[config.mk]
export PLATFORM = sky130hd
export DESIGN_NAME = sifm_top
export DESIGN_NICKNAME = d
export VERILOG_FILES = /design/src/logic/sifm_top.v
export VERILOG_INCLUDE_DIRS = /design/src /design/src/pkg
export SDC_FILE = /design/constraint.sdc
export NUM_CORES = 1
export LEC_CHECK = 0
export BUFFER_PORTS_ARGS = -buffer_cell sky130_fd_sc_hd__buf_2
export CORE_MARGIN = 2
export CORE_UTILIZATION = 40
export CTS_BUF_LIST = sky130_fd_sc_hd__clkbuf_4
export DETAILED_ROUTE_END_ITERATION = 10
export PLACE_DENSITY = 0.61
export SLEW_MARGIN = 0
export SYNTH_ARGS = -nofsm -noshare
export SYNTH_HDL_FRONTEND = slang
export SYNTH_SLANG_ARGS = --single-unit
[constraint.sdc]
create_clock -name CLK_I -period 11.8 [get_ports CLK_I]
set_input_delay 2.36 -clock CLK_I [delete_from_list [all_inputs] [get_ports CLK_I]]
set_output_delay 2.36 -clock CLK_I [all_outputs]
set_load 0.1 [all_outputs]
[src/pkg/sifm_map.vh]
/*
 * Constants of the servo I/O function map: register offsets, field
 * positions, reset values, function codes and timing figures.
 * Assumes it is included by bare name from the design file.
 */
// =====================================================================
// =====================================================================
`ifndef SIFM_MAP_VH
`define SIFM_MAP_VH

// =====================================================================
// Register offsets
`define SIFM_OFS_MASK_A      6'h00
`define SIFM_OFS_MASK_B      6'h01
`define SIFM_OFS_MASK_C      6'h02
`define SIFM_OFS_MASK_D      6'h03
`define SIFM_OFS_MASK_E      6'h04
`define SIFM_OFS_DI_ASSIGN   6'h08
`define SIFM_OFS_DO_SELECT   6'h10
`define SIFM_OFS_SPD_ARR     6'h18
`define SIFM_OFS_TRQ_ARR     6'h19
`define SIFM_OFS_NEAR_POS    6'h1A
`define SIFM_OFS_SPD_MATCH   6'h1B
`define SIFM_OFS_DONE_DELAY  6'h1C
`define SIFM_OFS_POLARITY    6'h1D
`define SIFM_OFS_DO_STATE    6'h20
`define SIFM_OFS_DI_STATE    6'h21
`define SIFM_OFS_FUNC_STATE  6'h22

// =====================================================================
// Field positions and reset values
`define SIFM_POL_SPEED_BIT   0
`define SIFM_POL_TORQUE_BIT  1
`define SIFM_RST_MASK        8'h00
`define SIFM_RST_ASSIGN      6'h00
`define SIFM_RST_SELECT      5'h00
`define SIFM_RST_THRESH      16'h0000
`define SIFM_RST_DELAY       8'h00
`define SIFM_MAX_DELAY_MS    8'hC8
// Force mask bits that carry a function
`define SIFM_USED_A          8'hFF
`define SIFM_USED_B          8'hB7
`define SIFM_USED_C          8'h7E
`define SIFM_USED_D          8'h7C
`define SIFM_USED_E          8'h03

// =====================================================================
// Control modes
`define SIFM_MODE_POS        2'h0
`define SIFM_MODE_SPEED      2'h1
`define SIFM_MODE_TORQUE     2'h2

// =====================================================================
// Output function codes
`define SIFM_FC_ALWAYS       1
`define SIFM_FC_READY        2
`define SIFM_FC_NO_FAULT     3
`define SIFM_FC_SPD_ARR      6
`define SIFM_FC_TRQ_ARR      7
`define SIFM_FC_BRAKE        8
`define SIFM_FC_RUN          9
`define SIFM_FC_NEAR         10
`define SIFM_FC_TRQ_LIM      11
`define SIFM_FC_SPD_LIM      12
`define SIFM_FC_SPD_MATCH    13
`define SIFM_FC_HOME         15
`define SIFM_FC_PRESET       16
`define SIFM_FC_INDEX        18

// =====================================================================
// Timing
`define SIFM_CLK_PERIOD_NS   5
`define SIFM_MS_IN_NS        1000000

`endif

[src/logic/sifm_top.v]
/*
 * Servo I/O function map: output terminal function selection, input
 * terminal assignment with force masks, preset completion delay, and a
 * small register port.
 * Assumes drive status inputs are on CLK_I already; terminal pins are
 * asynchronous and are synchronised here.
 */
// The implementer's own choices: strobed register access and the placing of the registers.
`timescale 1ns/1ps
`default_nettype none
`include "sifm_map.vh"

module sifm_top
#(
    parameter NUM_DI        = 4,
    parameter NUM_DO        = 4,
    parameter DW            = 16,
    parameter CYCLES_PER_MS = `SIFM_MS_IN_NS / `SIFM_CLK_PERIOD_NS
)
(
    input  wire              CLK_I,
    input  wire              RST_N_I,
    // Register port
    input  wire [5:0]        ADDR_I,
    input  wire [DW-1:0]     WDATA_I,
    input  wire              WR_I,
    input  wire              RD_I,
    output reg  [DW-1:0]     RDATA_O,
    // Drive status
    input  wire              MAIN_POWER_OK_I,
    input  wire              FAULT_I,
    input  wire [1:0]        CTRL_MODE_I,
    input  wire [DW-1:0]     MOTOR_SPEED_I,
    input  wire [DW-1:0]     SPEED_CMD_I,
    input  wire [DW-1:0]     MOTOR_TORQUE_I,
    input  wire [DW-1:0]     POS_DEVIATION_I,
    input  wire              BRAKE_RELEASE_I,
    input  wire              MOTOR_EXCITED_I,
    input  wire              TORQUE_LIMIT_HIT_I,
    input  wire              SPEED_LIMIT_HIT_I,
    input  wire              ORIGIN_DONE_I,
    input  wire              PRESET_FINISHED_I,
    input  wire              INDEX_VALID_I,
    // Terminals
    input  wire [NUM_DI-1:0] DI_PIN_I,
    output reg  [NUM_DO-1:0] DO_PIN_O,
    output reg  [39:0]       IN_FUNC_O
);

    // =================================================================
    // Helpers
    // Magnitude of a two's complement value
    function [DW-1:0] sifm_abs;
        input [DW-1:0] v;
        begin
            sifm_abs = v[DW-1] ? (~v + {{(DW-1){1'b0}}, 1'b1}) : v;
        end
    endfunction

    // Register index match inside a block of consecutive offsets
    function sifm_hit;
        input [5:0] addr;
        input [5:0] base;
        input [5:0] idx;
        begin
            sifm_hit = (addr == (base + idx));
        end
    endfunction

    // Arrival compare with optional inversion; equal counts as not arrived unless inverted
    function sifm_arrive;
        input [DW-1:0] mag;
        input [DW-1:0] thr;
        input          inv;
        begin
            sifm_arrive = (mag > thr) ^ inv;
        end
    endfunction

    // Control mode decode shared by the mode-gated output codes
    function sifm_mode_is;
        input [1:0] mode;
        input [1:0] want;
        begin
            sifm_mode_is = (mode == want);
        end
    endfunction

    // =================================================================
    // Register map, one word per index; narrow registers use the low bits
    //   0x00-0x04  force masks A to E, stored whole
    //   0x08+i     input terminal i assignment: 0 none, n is function n-1
    //   0x10+i     output terminal i function code
    //   0x18-0x1B  speed arrival, torque arrival, near position, speed match
    //   0x1C       completion delay in ms; larger writes clamp to 200
    //   0x1D       polarity: bit 0 speed arrival, bit 1 torque arrival
    //   0x20-0x21  read only: output pins, synchronised input pins
    //   0x22-0x26  read only: input function bytes A to E
    // Unmapped reads give zero and unmapped writes are dropped

    // =================================================================
    // Registers
    reg  [7:0]    mask_r [0:4];
    reg  [5:0]    assign_r [0:NUM_DI-1];
    reg  [4:0]    select_r [0:NUM_DO-1];
    reg  [DW-1:0] spd_arr_r;
    reg  [DW-1:0] trq_arr_r;
    reg  [DW-1:0] near_pos_r;
    reg  [DW-1:0] spd_match_r;
    reg  [7:0]    delay_ms_r;
    reg  [1:0]    polarity_r;
    reg  [NUM_DI-1:0] di_meta_r;
    reg  [NUM_DI-1:0] di_sync_r;
    reg  [31:0]   prescale_r;
    reg  [7:0]    ms_count_r;
    reg           preset_done_r;
    reg  [DW-1:0] rdata_nxt;
    integer       k;
    integer       j;

    wire [39:0]   force_vec;
    wire [39:0]   used_vec;
    wire [39:0]   func_nxt;
    wire [31:0]   cond;
    wire [DW-1:0] speed_mag;
    wire [DW-1:0] torque_mag;
    wire [DW-1:0] dev_mag;
    wire [DW:0]   speed_err;
    wire [DW:0]   speed_err_mag;
    wire          speed_mode;

    // =================================================================
    // Register writes; clamp the delay so it never exceeds its range
    always @(posedge CLK_I)
    begin
        if (!RST_N_I)
        begin
            for (k = 0; k < 5; k = k + 1)
                mask_r[k] <= `SIFM_RST_MASK;
            for (k = 0; k < NUM_DI; k = k + 1)
                assign_r[k] <= `SIFM_RST_ASSIGN;
            for (k = 0; k < NUM_DO; k = k + 1)
                select_r[k] <= `SIFM_RST_SELECT;
            spd_arr_r   <= `SIFM_RST_THRESH;
            trq_arr_r   <= `SIFM_RST_THRESH;
            near_pos_r  <= `SIFM_RST_THRESH;
            spd_match_r <= `SIFM_RST_THRESH;
            delay_ms_r  <= `SIFM_RST_DELAY;
            polarity_r  <= 2'h0;
        end
        else if (WR_I)
        begin
            for (k = 0; k < 5; k = k + 1)
                if (sifm_hit(ADDR_I, `SIFM_OFS_MASK_A, k[5:0]))
                    mask_r[k] <= WDATA_I[7:0];
            for (k = 0; k < NUM_DI; k = k + 1)
                if (sifm_hit(ADDR_I, `SIFM_OFS_DI_ASSIGN, k[5:0]))
                    assign_r[k] <= WDATA_I[5:0];
            for (k = 0; k < NUM_DO; k = k + 1)
                if (sifm_hit(ADDR_I, `SIFM_OFS_DO_SELECT, k[5:0]))
                    select_r[k] <= WDATA_I[4:0];
            case (ADDR_I)
                `SIFM_OFS_SPD_ARR:   spd_arr_r   <= WDATA_I;
                `SIFM_OFS_TRQ_ARR:   trq_arr_r   <= WDATA_I;
                `SIFM_OFS_NEAR_POS:  near_pos_r  <= WDATA_I;
                `SIFM_OFS_SPD_MATCH: spd_match_r <= WDATA_I;
                `SIFM_OFS_DONE_DELAY:
                    // Compare the whole word so 0x0100 and up clamp too
                    delay_ms_r <= (WDATA_I > `SIFM_MAX_DELAY_MS) ?
                                  `SIFM_MAX_DELAY_MS : WDATA_I[7:0];
                `SIFM_OFS_POLARITY:  polarity_r  <= WDATA_I[1:0];
                default:             polarity_r  <= polarity_r;
            endcase
        end
    end

    // =================================================================
    // Read mux; data appear the cycle after the strobe, zero elsewhere
    always @*
    begin
        rdata_nxt = {DW{1'b0}};
        for (j = 0; j < 5; j = j + 1)
            if (sifm_hit(ADDR_I, `SIFM_OFS_MASK_A, j[5:0]))
                rdata_nxt[7:0] = mask_r[j];
        for (j = 0; j < NUM_DI; j = j + 1)
            if (sifm_hit(ADDR_I, `SIFM_OFS_DI_ASSIGN, j[5:0]))
                rdata_nxt[5:0] = assign_r[j];
        for (j = 0; j < NUM_DO; j = j + 1)
            if (sifm_hit(ADDR_I, `SIFM_OFS_DO_SELECT, j[5:0]))
                rdata_nxt[4:0] = select_r[j];
        for (j = 0; j < 5; j = j + 1)
            if (sifm_hit(ADDR_I, `SIFM_OFS_FUNC_STATE, j[5:0]))
                rdata_nxt[7:0] = IN_FUNC_O[j*8 +: 8];
        case (ADDR_I)
            `SIFM_OFS_SPD_ARR:    rdata_nxt = spd_arr_r;
            `SIFM_OFS_TRQ_ARR:    rdata_nxt = trq_arr_r;
            `SIFM_OFS_NEAR_POS:   rdata_nxt = near_pos_r;
            `SIFM_OFS_SPD_MATCH:  rdata_nxt = spd_match_r;
            `SIFM_OFS_DONE_DELAY: rdata_nxt[7:0] = delay_ms_r;
            `SIFM_OFS_POLARITY:   rdata_nxt[1:0] = polarity_r;
            `SIFM_OFS_DO_STATE:   rdata_nxt[NUM_DO-1:0] = DO_PIN_O;
            `SIFM_OFS_DI_STATE:   rdata_nxt[NUM_DI-1:0] = di_sync_r;
            default:              rdata_nxt = rdata_nxt;
        endcase
    end

    always @(posedge CLK_I)
    begin
        if (!RST_N_I)
            RDATA_O <= {DW{1'b0}};
        else if (RD_I)
            RDATA_O <= rdata_nxt;
        else
            RDATA_O <= {DW{1'b0}};
    end

    // =================================================================
    // Terminal pins are asynchronous: two flops before any use
    // Both stages clear in reset so no stale contact shows as a function
    always @(posedge CLK_I)
    begin
        if (!RST_N_I)
        begin
            di_meta_r <= {NUM_DI{1'b0}};
            di_sync_r <= {NUM_DI{1'b0}};
        end
        else
        begin
            di_meta_r <= DI_PIN_I;
            di_sync_r <= di_meta_r;
        end
    end

    // =================================================================
    // Input functions: force, else assigned terminal, else off
    assign force_vec = {mask_r[4], mask_r[3], mask_r[2], mask_r[1], mask_r[0]};
    // Unused mask positions never raise a function
    assign used_vec  = {`SIFM_USED_E, `SIFM_USED_D, `SIFM_USED_C,
                        `SIFM_USED_B, `SIFM_USED_A};

    genvar f;
    generate
        for (f = 0; f < 40; f = f + 1)
        begin : g_func
            reg term_val;
            integer t;
            // Assign value is function index plus one; zero means none
            always @*
            begin
                term_val = 1'b0;
                for (t = 0; t < NUM_DI; t = t + 1)
                    if (assign_r[t] == f + 1)
                        term_val = term_val | di_sync_r[t];
            end
            assign func_nxt[f] = used_vec[f] & (force_vec[f] | term_val);
        end
    endgenerate

    always @(posedge CLK_I)
    begin
        if (!RST_N_I)
            IN_FUNC_O <= 40'h0;
        else
            IN_FUNC_O <= func_nxt;
    end

    // =================================================================
    // Preset completion delay: ms prescaler plus ms counter, restarted
    // whenever the preset move is not finished
    always @(posedge CLK_I)
    begin
        if (!RST_N_I || !PRESET_FINISHED_I)
        begin
            prescale_r    <= 32'h0;
            ms_count_r    <= 8'h00;
            preset_done_r <= 1'b0;
        end
        // At or past the target: a delay lowered mid-count must not wrap
        else if (ms_count_r >= delay_ms_r)
            preset_done_r <= 1'b1;
        else if (prescale_r == CYCLES_PER_MS - 1)
        begin
            prescale_r <= 32'h0;
            ms_count_r <= ms_count_r + 8'h01;
        end
        else
            prescale_r <= prescale_r + 32'h1;
    end

    // =================================================================
    // Condition vector indexed by output function code
    assign speed_mag     = sifm_abs(MOTOR_SPEED_I);
    assign torque_mag    = sifm_abs(MOTOR_TORQUE_I);
    assign dev_mag       = sifm_abs(POS_DEVIATION_I);
    assign speed_err     = {MOTOR_SPEED_I[DW-1], MOTOR_SPEED_I} -
                           {SPEED_CMD_I[DW-1], SPEED_CMD_I};
    assign speed_err_mag = speed_err[DW] ? (~speed_err + {{DW{1'b0}}, 1'b1})
                                         : speed_err;
    assign speed_mode    = sifm_mode_is(CTRL_MODE_I, `SIFM_MODE_SPEED) ||
                           sifm_mode_is(CTRL_MODE_I, `SIFM_MODE_TORQUE);

    // Codes not listed here stay zero, so the terminal stays off
    assign cond[0]                    = 1'b0;
    assign cond[`SIFM_FC_ALWAYS]      = 1'b1;
    assign cond[`SIFM_FC_READY]       = MAIN_POWER_OK_I & ~FAULT_I;
    assign cond[`SIFM_FC_NO_FAULT]    = ~FAULT_I;
    assign cond[5:4]                  = 2'b00;
    assign cond[`SIFM_FC_SPD_ARR]     = speed_mode &
        sifm_arrive(speed_mag, spd_arr_r, polarity_r[`SIFM_POL_SPEED_BIT]);
    assign cond[`SIFM_FC_TRQ_ARR]     =
        sifm_arrive(torque_mag, trq_arr_r, polarity_r[`SIFM_POL_TORQUE_BIT]);
    assign cond[`SIFM_FC_BRAKE]       = BRAKE_RELEASE_I;
    assign cond[`SIFM_FC_RUN]         = MOTOR_EXCITED_I;
    assign cond[`SIFM_FC_NEAR]        = sifm_mode_is(CTRL_MODE_I, `SIFM_MODE_POS) &
                                        (dev_mag < near_pos_r);
    assign cond[`SIFM_FC_TRQ_LIM]     = TORQUE_LIMIT_HIT_I;
    assign cond[`SIFM_FC_SPD_LIM]     = sifm_mode_is(CTRL_MODE_I, `SIFM_MODE_TORQUE) &
                                        SPEED_LIMIT_HIT_I;
    assign cond[`SIFM_FC_SPD_MATCH]   = speed_err_mag < {1'b0, spd_match_r};
    assign cond[14]                   = 1'b0;
    assign cond[`SIFM_FC_HOME]        = ORIGIN_DONE_I;
    assign cond[`SIFM_FC_PRESET]      = preset_done_r;
    assign cond[17]                   = 1'b0;
    assign cond[`SIFM_FC_INDEX]       = INDEX_VALID_I;
    assign cond[31:19]                = 13'h0000;

    // =================================================================
    // Output terminals, each steered by its own function select
    // Registered so status glitches never reach a terminal pin
    genvar d;
    generate
        for (d = 0; d < NUM_DO; d = d + 1)
        begin : g_do
            always @(posedge CLK_I)
            begin
                if (!RST_N_I)
                    DO_PIN_O[d] <= 1'b0;
                else
                    DO_PIN_O[d] <= cond[select_r[d]];
            end
        end
    endgenerate

endmodule
`default_nettype wire

==> impl_metrics.csv <==
group,metric,value,unit
outcome,status,"finished, final reports clean",
worst_setup_path,cpLargestDelayFamily,"compound AO/OA/AOI/OAI gates",
worst_setup_path,cp.required,12.46,ns
placed_design,dp_cells,2554,
sta,worst_pin_slew,1.307,ns
worst_setup_path,cp-start-kind,"primary input",
grt,antenna_found_initial,7,
synthesis,synth-main-ff-cell,"dfxtp_1",
worst_setup_path,slowest_delay,0.55,ns
floorplanning,fp-row-count,74,
placed_design,place_congestion,0.9940,
sta,rsz0062_at_grt,"no",
floorplanning,pin_count,165,
clock_network,clkLatencyLatePin,0.76,ns
worst_setup_path,critPathKind,"in2reg",
clock_network,cts_root_buf,"clkbuf_4",
synthesis,synth_edf_count,84,
grt,grt_max_degree,102,
grt,grt_pass1_vias,15290,
cells_and_area,drive_gt1_share,16.27,%
floorplanning,die_h,206.3,um
grt,grtUsageTotal,27.20,%
synthesis,yosys-top-cells-area,"dfxtp_1 21%, edfxtp_1 15%, ha_1 7.2%, nand2_1 4.7%, a21oi_1 4.5%",
grt,grt_pass1_wl,88270,um
worst_setup_path,cpMaxStageDelayCell,"a21oi_1",
cells_and_area,layout_commonest_cell,"nand2_1",
synthesis,synth-seq-cells,254,
drt,firstDrtPassIters,9,
placed_design,io_buffers,151,
sta,drv_slew,0,
floorplanning,start_util,40.29,%
sta,relSlewSlack,12.27,%
worst_setup_path,cp_num_buf_inv,2,
sta,period_share,53.40,%
drt,ant_nets,0,
floorplanning,die_area,0.04257,mm2
worst_setup_path,cp-end-kind,"flop",
drt,vias,16040,
cells_and_area,final_nets,2298,
clock_network,cts_tree,"built",
clock_network,cts_sinks,254,
sta,hold_viol,0,
cells_and_area,final_util,45.58,%
synthesis,yosys.area.top_type,"dfxtp_1",
cells_and_area,mostFrequentLayoutCells,"204 x nand2_1, 170 x dfxtp_1, 151 x buf_2, 148 x a21oi_1, 143 x nor2_1",
sta,setup_viol,0,
synthesis,yosysWarnings,0,
floorplanning,die_x,206.3,um
drt,wl,58430,um
synthesis,avgSynthCellArea,8.355,um2
clock_network,htree_levels,3,
drt,route.detailed.drc,0,
synthesis,synthesis.area,0.01638,mm2
sta,finalWorstSetupSlack,5.499,ns
synthesis,netlist_instances,1960,
power,p_leak,6.670,nW
floorplanning,core,0.04065,mm2
power,vdd_drop_max,0.06836,mV
sta,skew,0.06275,ns
sta,fin_tns_setup,0,ns
clock_network,postCtsSetupBuffers,0,
worst_setup_path,cp_max_fo,7,
placed_design,placed_area,0.01748,mm2
power,p_per_area,124.6,mW/mm2
clock_network,hold_buffers,0,
placed_design,dpl.hpwl,43710,um
sta,max_freq,158.7,MHz
job,maxCapViolCount,0,
drt,drt-wirelength-per-cell,21.69,um
placed_design,dpl_worst_slack,4.844,ns
grt,grt_overflow_total,0,
worst_setup_path,cp_data_arrival_time,6.96,ns
worst_hold_path,holdCritPathClass,"reg2reg",
synthesis,synth_top_area_share,20.78,%
cells_and_area,stdcell_count,2694,
synthesis,synth_cell_type_count,89,
clock_network,cts.clk_slew.worst_paths,0.06,ns
drt,drt_iter0_markers,1698,
synthesis,async_reset_ff_share,0,%
synthesis,seq_area_frac_synth,36.19,%
cells_and_area,syn2layout_area_growth,13.13,%
clock_network,cts.path.max_buffers,3,
clock_network,cts_inserted_buffers,74,
drt,viasPerCell,5.954,
sta,fin_crit,6.301,ns
clock_network,cts_resized,0,
cells_and_area,stdcell_area,0.01853,mm2
worst_setup_path,path_cells,"buf_2, inv_1, ha_1, fa_1, nand2b_1, a211oi_2, o211ai_1, a21oi_1, o21ai_0, a21oi_1, a21oi_1, xnor2_1, ha_1, a21o_1, a211oi_1, o21ai_0, o21ai_0, a311oi_1, nor3_1, o31ai_1, a31oi_1",
## kinds of logic (layout without fill, tap and decap cells)
family | Yosys count | after routing | synth area share, %
AND/OR/NAND/NOR | 782 | 782 | 24.25
other | 1 | 17 | 0.02290
XOR/XNOR | 95 | 95 | 5.173
buffers and inverters | 231 | 417 | 5.646
multiplexers | 39 | 39 | 3.041
AO/OA/AOI/OAI | 463 | 463 | 18.38
adder cells (fa/ha/maj) | 95 | 95 | 7.304
flip-flops | 254 | 254 | 36.19
## power by group
| group | leakage (nW) | total (mW) | switching, mW | internal, mW |
|---|---|---|---|---|
| Clock | 0.621 | 0.901 | 0.385 | 0.515 |
| Sequential | 2.18 | 0.967 | 0.0375 | 0.929 |
| Combinational | 3.87 | 0.441 | 0.296 | 0.145 |
## through the flow
| stage | power (mW) | hold slack, ns |
|---|---|---|
| floorplan | 1.286 | 0.4119 |
| global placement | 1.413 | 0.4193 |
| detailed placement | 1.419 | 0.4237 |
| CTS | 2.322 | 0.4304 |
| global route | 2.417 | 0.4505 |
| finish | 2.309 | 0.4212 |
## worst reg2reg max path, delay by kind of cell (launching register included)
| family | cells | cell delay, ns |
|---|---|---|
| adders and majority gates | 1 | 0.29 |
| AOI/OAI and AO/OA | 5 | 1.30 |
| DFF | 1 | 0.39 |
| buffers and inverters | 1 | 0.07 |
| and+or+nand+nor | 2 | 0.71 |
| muxes | 1 | 0.15 |
## final timing paths
check | start | to | slack (ns) | depth (start not counted)
worst max-delay path | MOTOR_SPEED_I[0] | DO_PIN_O[1]$_SDFF_PN0_ | 5.50 | 21
worst min-delay path | di_meta_r[0]$_SDFF_PN0_ | di_sync_r[0]$_SDFF_PN0_ | 0.42 | 1
worst max register to register | spd_arr_r[12]$_SDFFE_PN0P_ | DO_PIN_O[3]$_SDFF_PN0_ | 8.75 | 10
worst min register to register | di_meta_r[0]$_SDFF_PN0_ | di_sync_r[0]$_SDFF_PN0_ | 0.42 | 1
## metal layers
metal / track usage, % / routed length [um]
met1: 36.08 / 24280
met2: 42.35 / 26410
met3: 6.512 / 5623
met4: 11.22 / 2085
met5: 0 / 21
## synth_stat cells, types with 29 or more instances
library cell / number
a22oi_1: 35
a21oi_1: 148
o21ai_0: 74
ha_1: 94
o22ai_1: 29
xnor2_1: 71
nor4_1: 33
nand2_1: 204
dfxtp_1: 170
a31oi_1: 40
nand4_1: 43
nor3_1: 65
nor2_1: 146
clkbuf_1: 92
edfxtp_1: 84
nand3_1: 87
and2_1: 62
inv_1: 113
## flip-flops by register name (all words and copies together), names as in the netlist, 8 cells and up
name and count:
mask_r 40, prescale_r 32, IN_FUNC_O 27, assign_r 24, select_r 20, RDATA_O 16
near_pos_r 16, spd_arr_r 16, spd_match_r 16, trq_arr_r 16, delay_ms_r 8, ms_count_r 8
## cell type report
class / count / area (um2)
Sequential cell: 254 / 5926
Clock buffer: 117 / 878.3
Multi-Input combinational cell: 1487 / 9584
Clock inverter: 19 / 155.1
Timing Repair Buffer: 168 / 883.3
Fill cell: 4049 / 22120
Antenna cell: 4 / 10.01
Inverter: 113 / 424.2
Tap cell: 532 / 665.6
(Power assumes the default switching activity.)
